`config.mk`:
```
export PLATFORM = sky130hd
export DESIGN_NAME = iosel_top
export DESIGN_NICKNAME = d
export VERILOG_FILES = /design/src/rtl/iosel_pkg.sv /design/src/rtl/iosel_filter.sv /design/src/rtl/iosel_top.sv
export SDC_FILE = /design/constraint.sdc
export NUM_CORES = 2
export LEC_CHECK = 0
export ABC_AREA = 1
export BUFFER_PORTS_ARGS = -buffer_cell sky130_fd_sc_hd__buf_2
export CAP_MARGIN = 15
export CORE_AREA = 5 5 339 341
export CTS_CLUSTER_DIAMETER = 150
export DETAILED_ROUTE_END_ITERATION = 7
export DIE_AREA = 0 0 344 346
export SYNTH_ARGS = -nofsm -noshare
export SYNTH_HDL_FRONTEND = slang
export SYNTH_SLANG_ARGS = --single-unit
```
`constraint.sdc`:
```
create_clock -name pclk -period 2.25 [get_ports pclk]
set_input_delay 0.225 -clock pclk [delete_from_list [all_inputs] [get_ports pclk]]
set_output_delay 0.225 -clock pclk [all_outputs]
set_load 0.02 [all_outputs]
```
`src/rtl/iosel_pkg.sv`:
```
// Constants and carrier types for the line function select and filter block.
// Assumes a 32-bit APB and two identical port controllers.
//
// Function
// - Pull-up status reads 0 when enabled
// - Two select bits route line to A-D
// - Both select registers read/write, bit per line
// - Select writes ignored while protection enabled
// - Glitch choose write 1 selects glitch filter
// - Debounce choose write 1 selects debouncer
// - Glitch filter drops sub half-clock pulses
// - Debouncer drops sub half divided-period pulses
// - Kind status: 0 glitch, 1 debounce
// - Divider register holds low-order divider field
// - Two port copies, bases 0x200 apart
// - Debounce period is (div+1)*2 slow periods
package iosel_pkg;
	localparam int NUM_PORTS = 2;
	localparam int NUM_LINES = 32;
	localparam int DIV_W = 14;
	localparam int SYNC_STAGES = 2;

	// --------------------------------------------------------------
	// Register addresses of the first port
	// --------------------------------------------------------------
	localparam logic [31:0] ADDR_PULLUP_STATUS = 32'h400e0e68;
	localparam logic [31:0] ADDR_FSEL_HIGH = 32'h400e0e70;
	localparam logic [31:0] ADDR_FSEL_LOW = 32'h400e0e74;
	localparam logic [31:0] ADDR_GLITCH_CHOOSE = 32'h400e0e80;
	localparam logic [31:0] ADDR_DEBOUNCE_CHOOSE = 32'h400e0e84;
	localparam logic [31:0] ADDR_KIND_STATUS = 32'h400e0e88;
	localparam logic [31:0] ADDR_DIVIDER = 32'h400e0e8c;
	localparam logic [31:0] PORT_STRIDE = 32'h00000200;

	// --------------------------------------------------------------
	// Reset values
	// --------------------------------------------------------------
	localparam logic [31:0] RST_FSEL = 32'h00000000;
	localparam logic [31:0] RST_KIND = 32'h00000000;
	localparam logic [DIV_W-1:0] RST_DIV = 14'h0000;

	typedef struct packed {
		logic [31:0] d;
		logic [31:0] c;
		logic [31:0] b;
		logic [31:0] a;
	} iosel_funcs_s;
endpackage : iosel_pkg

```
`src/rtl/iosel_filter.sv`:
```
// One line's input filter: glitch stage, debounce stage, bypass.
// Assumes din is already synchronised to pclk.
`timescale 1ns/1ps
`default_nettype none
module iosel_filter (
	input wire logic pclk,
	input wire logic presetn,
	input wire logic din,
	input wire logic deb_tick,
	input wire logic use_deb,
	input wire logic filt_en,
	output logic dout
);
	logic prev_ff;
	logic glitch_ff;
	logic samp_ff;
	logic deb_ff;
	logic dout_ff;

	// --------------------------------------------------------------
	// Glitch stage
	// --------------------------------------------------------------
	// Level must hold two samples, so sub half-period pulses die
	always_ff @(posedge pclk or negedge presetn)
	begin
		if (!presetn)
		begin
			prev_ff <= 1'b0;
			glitch_ff <= 1'b0;
		end
		else
		begin
			prev_ff <= din;
			if (din == prev_ff)
				glitch_ff <= din;
		end
	end

	// --------------------------------------------------------------
	// Debounce stage, sampled at each divided half-period
	// --------------------------------------------------------------
	always_ff @(posedge pclk or negedge presetn)
	begin
		if (!presetn)
		begin
			samp_ff <= 1'b0;
			deb_ff <= 1'b0;
		end
		else if (deb_tick)
		begin
			samp_ff <= din;
			if (din == samp_ff)
				deb_ff <= din;
		end
	end

	always_ff @(posedge pclk or negedge presetn)
	begin
		if (!presetn)
			dout_ff <= 1'b0;
		else if (!filt_en)
			dout_ff <= din;
		else
			dout_ff <= use_deb ? deb_ff : glitch_ff;
	end

	assign dout = dout_ff;
endmodule : iosel_filter
`default_nettype wire

```
`src/rtl/iosel_top.sv`:
```
// Function select and input filter selection for two I/O ports.
// Assumes an APB master on pclk; pads and slow clock are asynchronous,
// pull-up, protect and filter-enable levels come from pclk neighbours.
`timescale 1ns/1ps
`default_nettype none
module iosel_top (
	input wire logic pclk,
	input wire logic presetn,
	input wire logic psel,
	input wire logic penable,
	input wire logic pwrite,
	input wire logic [31:0] paddr,
	input wire logic [31:0] pwdata,
	output logic [31:0] prdata,
	output logic pready,
	output logic pslverr,
	input wire logic slow_clk,
	input wire logic write_protect_enable,
	input wire logic [31:0] pullup_on [iosel_pkg::NUM_PORTS],
	input wire logic [31:0] filter_enable [iosel_pkg::NUM_PORTS],
	input wire logic [31:0] pad_in [iosel_pkg::NUM_PORTS],
	input wire iosel_pkg::iosel_funcs_s periph_out [iosel_pkg::NUM_PORTS],
	output iosel_pkg::iosel_funcs_s periph_in [iosel_pkg::NUM_PORTS],
	output logic [31:0] pad_out [iosel_pkg::NUM_PORTS]
);
	localparam int NP = iosel_pkg::NUM_PORTS;
	localparam int NL = iosel_pkg::NUM_LINES;
	localparam int DW = iosel_pkg::DIV_W;

	logic [31:0] fsel_low_ff [NP];
	logic [31:0] fsel_high_ff [NP];
	logic [31:0] kind_ff [NP];
	logic [DW-1:0] div_ff [NP];
	logic [DW-1:0] div_cnt_ff [NP];
	logic [NP-1:0] deb_tick_ff;
	logic [31:0] prdata_ff;
	logic pready_ff;
	logic pslverr_ff;
	logic [31:0] pad_s1_ff [NP];
	logic [31:0] pad_s2_ff [NP];
	logic [31:0] filt [NP];
	logic slow_s1_ff;
	logic slow_s2_ff;
	logic slow_s3_ff;
	logic slow_rise;
	iosel_pkg::iosel_funcs_s periph_in_ff [NP];
	logic [31:0] pad_out_ff [NP];

	// Decoded access
	logic hit_pu [NP];
	logic hit_hi [NP];
	logic hit_lo [NP];
	logic hit_gl [NP];
	logic hit_db [NP];
	logic hit_ks [NP];
	logic hit_dv [NP];
	logic any_hit;
	logic wr_go;
	logic fsel_wr_ok;
	logic [31:0] nxt_prdata;

	// --------------------------------------------------------------
	// Address decode
	// --------------------------------------------------------------
	always_comb
	begin
		logic [31:0] base;
		base = 32'h00000000;
		any_hit = 1'b0;
		for (int p = 0; p < NP; p++)
		begin
			base = iosel_pkg::PORT_STRIDE * p[31:0];
			hit_pu[p] = paddr == iosel_pkg::ADDR_PULLUP_STATUS + base;
			hit_hi[p] = paddr == iosel_pkg::ADDR_FSEL_HIGH + base;
			hit_lo[p] = paddr == iosel_pkg::ADDR_FSEL_LOW + base;
			hit_gl[p] = paddr == iosel_pkg::ADDR_GLITCH_CHOOSE + base;
			hit_db[p] = paddr == iosel_pkg::ADDR_DEBOUNCE_CHOOSE + base;
			hit_ks[p] = paddr == iosel_pkg::ADDR_KIND_STATUS + base;
			hit_dv[p] = paddr == iosel_pkg::ADDR_DIVIDER + base;
			any_hit = any_hit | hit_pu[p] | hit_hi[p] | hit_lo[p] | hit_gl[p]
				| hit_db[p] | hit_ks[p] | hit_dv[p];
		end
	end

	// --------------------------------------------------------------
	// Read mux
	// --------------------------------------------------------------
	// Write-only registers read back as zero
	always_comb
	begin
		nxt_prdata = 32'h00000000;
		for (int p = 0; p < NP; p++)
		begin
			if (hit_pu[p])
				nxt_prdata = ~pullup_on[p];
			if (hit_hi[p])
				nxt_prdata = fsel_high_ff[p];
			if (hit_lo[p])
				nxt_prdata = fsel_low_ff[p];
			if (hit_ks[p])
				nxt_prdata = kind_ff[p];
			if (hit_dv[p])
				nxt_prdata = {{(32 - DW){1'b0}}, div_ff[p]};
		end
	end

	// --------------------------------------------------------------
	// APB handshake
	// --------------------------------------------------------------
	// Answer prepared in the setup cycle so every bus output is a flop;
	// the access phase therefore always completes in its first cycle.
	always_ff @(posedge pclk or negedge presetn)
	begin
		if (!presetn)
		begin
			pready_ff <= 1'b0;
			pslverr_ff <= 1'b0;
			prdata_ff <= 32'h00000000;
		end
		else
		begin
			pready_ff <= psel & ~penable;
			if (psel & ~penable)
			begin
				pslverr_ff <= ~any_hit;
				prdata_ff <= pwrite ? 32'h00000000 : nxt_prdata;
			end
			else
			begin
				pslverr_ff <= 1'b0;
			end
		end
	end

	assign wr_go = psel & penable & pwrite & pready_ff;
	assign fsel_wr_ok = wr_go & ~write_protect_enable;

	// --------------------------------------------------------------
	// Function select registers
	// --------------------------------------------------------------
	always_ff @(posedge pclk or negedge presetn)
	begin
		if (!presetn)
		begin
			for (int p = 0; p < NP; p++)
			begin
				fsel_low_ff[p] <= iosel_pkg::RST_FSEL;
				fsel_high_ff[p] <= iosel_pkg::RST_FSEL;
			end
		end
		else
		begin
			for (int p = 0; p < NP; p++)
			begin
				if (fsel_wr_ok && hit_lo[p])
					fsel_low_ff[p] <= pwdata;
				if (fsel_wr_ok && hit_hi[p])
					fsel_high_ff[p] <= pwdata;
			end
		end
	end

	// --------------------------------------------------------------
	// Filter kind and divider registers
	// --------------------------------------------------------------
	always_ff @(posedge pclk or negedge presetn)
	begin
		if (!presetn)
		begin
			for (int p = 0; p < NP; p++)
			begin
				kind_ff[p] <= iosel_pkg::RST_KIND;
				div_ff[p] <= iosel_pkg::RST_DIV;
			end
		end
		else
		begin
			for (int p = 0; p < NP; p++)
			begin
				if (wr_go && hit_gl[p])
					kind_ff[p] <= kind_ff[p] & ~pwdata;
				if (wr_go && hit_db[p])
					kind_ff[p] <= kind_ff[p] | pwdata;
				if (wr_go && hit_dv[p])
					div_ff[p] <= pwdata[DW-1:0];
			end
		end
	end

	// --------------------------------------------------------------
	// Slow clock sampling
	// --------------------------------------------------------------
	// Slow clock is only sampled, never used as a clock
	always_ff @(posedge pclk or negedge presetn)
	begin
		if (!presetn)
		begin
			slow_s1_ff <= 1'b0;
			slow_s2_ff <= 1'b0;
			slow_s3_ff <= 1'b0;
		end
		else
		begin
			slow_s1_ff <= slow_clk;
			slow_s2_ff <= slow_s1_ff;
			slow_s3_ff <= slow_s2_ff;
		end
	end

	assign slow_rise = slow_s2_ff & ~slow_s3_ff;

	// --------------------------------------------------------------
	// Debounce divider
	// --------------------------------------------------------------
	// A tick every div+1 slow rising edges marks each half of the divided period
	always_ff @(posedge pclk or negedge presetn)
	begin
		if (!presetn)
		begin
			deb_tick_ff <= '0;
			for (int p = 0; p < NP; p++)
				div_cnt_ff[p] <= '0;
		end
		else
		begin
			for (int p = 0; p < NP; p++)
			begin
				deb_tick_ff[p] <= 1'b0;
				if (slow_rise)
				begin
					if (div_cnt_ff[p] >= div_ff[p])
					begin
						div_cnt_ff[p] <= '0;
						deb_tick_ff[p] <= 1'b1;
					end
					else
					begin
						div_cnt_ff[p] <= div_cnt_ff[p] + 1'b1;
					end
				end
			end
		end
	end

	// --------------------------------------------------------------
	// Pad synchronisers
	// --------------------------------------------------------------
	always_ff @(posedge pclk or negedge presetn)
	begin
		if (!presetn)
		begin
			for (int p = 0; p < NP; p++)
			begin
				pad_s1_ff[p] <= 32'h00000000;
				pad_s2_ff[p] <= 32'h00000000;
			end
		end
		else
		begin
			for (int p = 0; p < NP; p++)
			begin
				pad_s1_ff[p] <= pad_in[p];
				pad_s2_ff[p] <= pad_s1_ff[p];
			end
		end
	end

	// --------------------------------------------------------------
	// Per-line filters
	// --------------------------------------------------------------
	for (genvar gp = 0; gp < NP; gp++)
	begin : g_port
		for (genvar gl = 0; gl < NL; gl++)
		begin : g_line
			iosel_filter u_filt (
				.pclk(pclk),
				.presetn(presetn),
				.din(pad_s2_ff[gp][gl]),
				.deb_tick(deb_tick_ff[gp]),
				.use_deb(kind_ff[gp][gl]),
				.filt_en(filter_enable[gp][gl]),
				.dout(filt[gp][gl])
			);
		end
	end

	// --------------------------------------------------------------
	// Function routing
	// --------------------------------------------------------------
	// Unselected peripherals see zero on the line
	always_ff @(posedge pclk or negedge presetn)
	begin
		if (!presetn)
		begin
			for (int p = 0; p < NP; p++)
			begin
				periph_in_ff[p] <= '0;
				pad_out_ff[p] <= 32'h00000000;
			end
		end
		else
		begin
			for (int p = 0; p < NP; p++)
			begin
				for (int l = 0; l < NL; l++)
				begin
					periph_in_ff[p].a[l] <= filt[p][l] & ~fsel_low_ff[p][l] & ~fsel_high_ff[p][l];
					periph_in_ff[p].b[l] <= filt[p][l] & fsel_low_ff[p][l] & ~fsel_high_ff[p][l];
					periph_in_ff[p].c[l] <= filt[p][l] & ~fsel_low_ff[p][l] & fsel_high_ff[p][l];
					periph_in_ff[p].d[l] <= filt[p][l] & fsel_low_ff[p][l] & fsel_high_ff[p][l];
					case ({fsel_high_ff[p][l], fsel_low_ff[p][l]})
						2'h0: pad_out_ff[p][l] <= periph_out[p].a[l];
						2'h1: pad_out_ff[p][l] <= periph_out[p].b[l];
						2'h2: pad_out_ff[p][l] <= periph_out[p].c[l];
						2'h3: pad_out_ff[p][l] <= periph_out[p].d[l];
						default: pad_out_ff[p][l] <= 1'b0;
					endcase
				end
			end
		end
	end

	assign prdata = prdata_ff;
	assign pready = pready_ff;
	assign pslverr = pslverr_ff;
	assign periph_in = periph_in_ff;
	assign pad_out = pad_out_ff;
endmodule : iosel_top
`default_nettype wire
```
==> impl_metrics.tcl <==
set metrics [dict create \
    status "finished clean" \
    critPathTopFamily "simple AND/OR/NAND/NOR gates" \
    h-tree-depth 3 \
    whs_ns 0.0284 \
    die_w_um 344 \
    ys_ff_latch 1055 \
    endpoint_kind "register" \
    antenna_found_initial 58 \
    synth.distinct_cells 38 \
    dpl_worst_slack_ns -0.786 \
    cts_sinks 1055 \
    hold_path_startpoint "pwdata[15]" \
    min_path_cells 3 \
    grt_pass1_wl_mm 238 \
    vias 35700 \
    first_global_vias 36000 \
    r2r-start "pready" \
    layout-drive-gt1-share_pct 22.9 \
    drv_cap 0 \
    cp.required_ns 2.84 \
    cts.path.max_buffers 3 \
    critPathKind "register to register" \
    wl_per_cell_um 22.9 \
    critPathBufInv 1 \
    syn_area_per_cell_sq_um 9.74 \
    finalCriticalPeriod_ns 2.11 \
    ff2ff_path_depth 5 \
    cts_tree "yes" \
    yosysSeqAreaShare_pct 64.3 \
    setup.worst_path.start "pready" \
    grt_max_degree 122 \
    total_power_uw 43700 \
    postRouteAntennaNets 0 \
    cp-start-kind "register" \
    boundaryPins 873 \
    dr.pass1.iters 5 \
    cts_buffers 110 \
    areaGrowthSynthToFinish_pct 35.5 \
    totalWireLength_mm 164 \
    skew_ns 0.0313 \
    drv_slew 0 \
    core_area_sq_um 112000 \
    final-setup-viol-count 0 \
    cp_max_fo 32 \
    synth_nets 4767 \
    vdd_drop_max_mv 0.608 \
    fin_nets 6102 \
    dpl.hpwl_mm 129 \
    powerDensity_nw_per_um2 785 \
    max_clock_freq_mhz 473 \
    synthCells 4218 \
    place_congestion 0.919 \
    num_rows 123 \
    grt.overflow.total 0 \
    leakagePower_uw 0.0273 \
    port-buffer-count 872 \
    track_usage_pct 27.2 \
    die_h_um 346 \
    start_util_pct 36.8 \
    die_area_sq_um 119000 \
    worstHoldEndpoint "fsel_high_ff[47]" \
    yosysWarnings 0 \
    synth_area_sq_um 41100 \
    slowest_stage "nor3_1" \
    crit_arrival_ns 2.70 \
    drc_errors 0 \
    fin_crit_sh_pct 93.9 \
    maxSlewHeadroom_pct 50.6 \
    ys.flop_type "dfrtp_1" \
    synth_edf_count 0 \
    clkTransAtPathRegs_ns 0.06 \
    r2r_slack_ns 0.14 \
    cts-root-buf "clkbuf_16" \
    min_path_type "primary input to register" \
    final_hold_viol_count 0 \
    routed_via_density 4.98 \
    critPathMaxStageDelay_ns 0.67 \
    crit_path_cell_trace "nand4_1 > nor3_1 > nand2_2 > buf_12 > o21ai_0" \
    drt_first_iter_violations 2523 \
    insertion_delay_ns 0.71 \
    tightestPinTransition_ns 0.741 \
    async_flop_share_pct 100 \
    finalWorstSetupSlack_ns 0.137 \
]
[worst max path at each step]
stage                          end  cells past startpoint  slack (ns)
floorplan           div_cnt_ff[10]                     11        0.46
global placement         prdata[4]                     16       -0.83
detailed placement       prdata[4]                     16       -0.79
CTS                      prdata[4]                     16        0.02
global route        div_cnt_ff[13]                     11      -0.005
finish                    register                      5        0.14
[report_power, final]
group	switching, uW	internal (uW)	total [uW]	leakage, uW
Clock	7850	12000	19900	0.00193
Combinational	1950	1340	3290	0.0119
Sequential	579	20000	20600	0.0135
Total	10400	33300	43700	0.0273
[flip-flops by register name, indices dropped and copies added (netlist names), 2 cells and up, named ones only]
register / cells
periph_in: 256
pad_s2_ff: 64
div_ff: 28
g_port.g_line.u_filt.prev_ff: 64
pad_out: 64
prdata: 32
fsel_low_ff: 64
fsel_high_ff: 64
g_port.g_line.u_filt.samp_ff: 64
div_cnt_ff: 28
pad_s1_ff: 64
deb_tick_ff: 2
g_port.g_line.u_filt.glitch_ff: 64
g_port.g_line.u_filt.dout: 64
g_port.g_line.u_filt.deb_ff: 64
[metal layers]
| layer | vias up | part of all wire [%] | GRT usage [%] |
|---|---|---|---|
| met3 | 319 | 7.7 | 6.32 |
| met2 | 1293 | 51 | 48.6 |
| met4 | 38 | 4.5 | 11.1 |
| li1 | 16600 | - | - |
| met5 | - | 0.14 | 0 |
| met1 | 17500 | 37 | 31.3 |
[stage by stage]
| stage | setup TNS, ns | std cells | cell area, sq um | util (%) |
|---|---|---|---|---|
| finish | 0 | 7170 | 55700 | 49.9 |
| global route | -0.00541 | 7155 | 55600 | 49.9 |
| CTS | 0 | 7142 | 55600 | 49.8 |
| detailed placement | -46.00 | 6664 | 48800 | 43.8 |
| global placement | -42.44 | 6664 | 48800 | 43.8 |
| floorplan | 0 | 4218 | 41100 | - |
[cell families (layout without fill, tap and decap cells)]
family                   after synthesis  count (layout)  share of synthesized area (%)
other                                  0              27                              0
flip-flops                          1055            1055                           64.3
XOR/XNOR                               9               9                          0.192
buffers and inverters                576            2001                           5.41
AO/OA/AOI/OAI                        853             853                           11.0
AND/OR/NAND/NOR                     1631            1631                           16.7
adder cells (fa/ha/maj)               94              94                           2.47
[layout make-up]
class	instances	area, sq um
timing repair inverter	1	5.00
clock buffer	152	3200
timing repair buffer	1326	9040
fill	10300	55900
clock inverter	50	768
inverter	472	1780
antenna	27	67.6
tap	1500	1880
multi-input combinational	2587	12500
sequential	1055	26400
[tightest hold or removal path: cells and delay by family]
| family | cells | cell delay, ns |
|---|---|---|
| AO/OA/AOI/OAI | 1 | 0.20 |
| buffers and inverters | 2 | 0.26 |
[layout by cell type, fill, tap and decap left out, types with 9 or more instances in the layout]
master	count
bufinv_16	18
clkbuf_8	25
clkinv_2	16
dfrtp_1	1053
o211ai_1	14
a21oi_1	51
o21ai_1	11
ha_1	30
clkbuf_1	15
o22ai_1	83
nor2_2	9
buf_12	45
a31oi_1	67
nand3_1	100
nand4_1	27
dlygate4sd3_1	276
buf_4	133
diode_2	27
nand2_1	841
nor2_1	347
inv_1	457
maj3_1	64
clkinvlp_4	10
nor2_4	9
o21ai_0	622
nor3_1	267
buf_2	871
inv_2	12
clkbuf_16	112
[cell usage after synthesis, types with 14 or more instances]
cell type / count / area [sq um]
dfrtp_1: 1055 / 26400
nand2_1: 843 / 3160
o21ai_0: 622 / 3110
inv_1: 458 / 1720
nor2_1: 352 / 1320
nor3_1: 268 / 1340
nand3_1: 102 / 510
o22ai_1: 83 / 519
clkbuf_1: 73 / 274
a31oi_1: 67 / 419
maj3_1: 64 / 641
a21oi_1: 51 / 255
ha_1: 30 / 375
nand4_1: 27 / 169
buf_2: 25 / 125
o211ai_1: 14 / 105
[what timing repair did]
| item | 4_1_cts | 5_1_grt |
|---|---|---|
| gates cloned | 0 | 1 |
| endpoints found under the setup margin | 2 | 19 |
| hold buffers | 276 | 0 |
| resized for setup | 1 | 5 |
| endpoints found under the hold margin | 871 | 0 |
| setup buffers | 0 | 0 |
No activity file was read; power rests on OpenSTA's default activity.
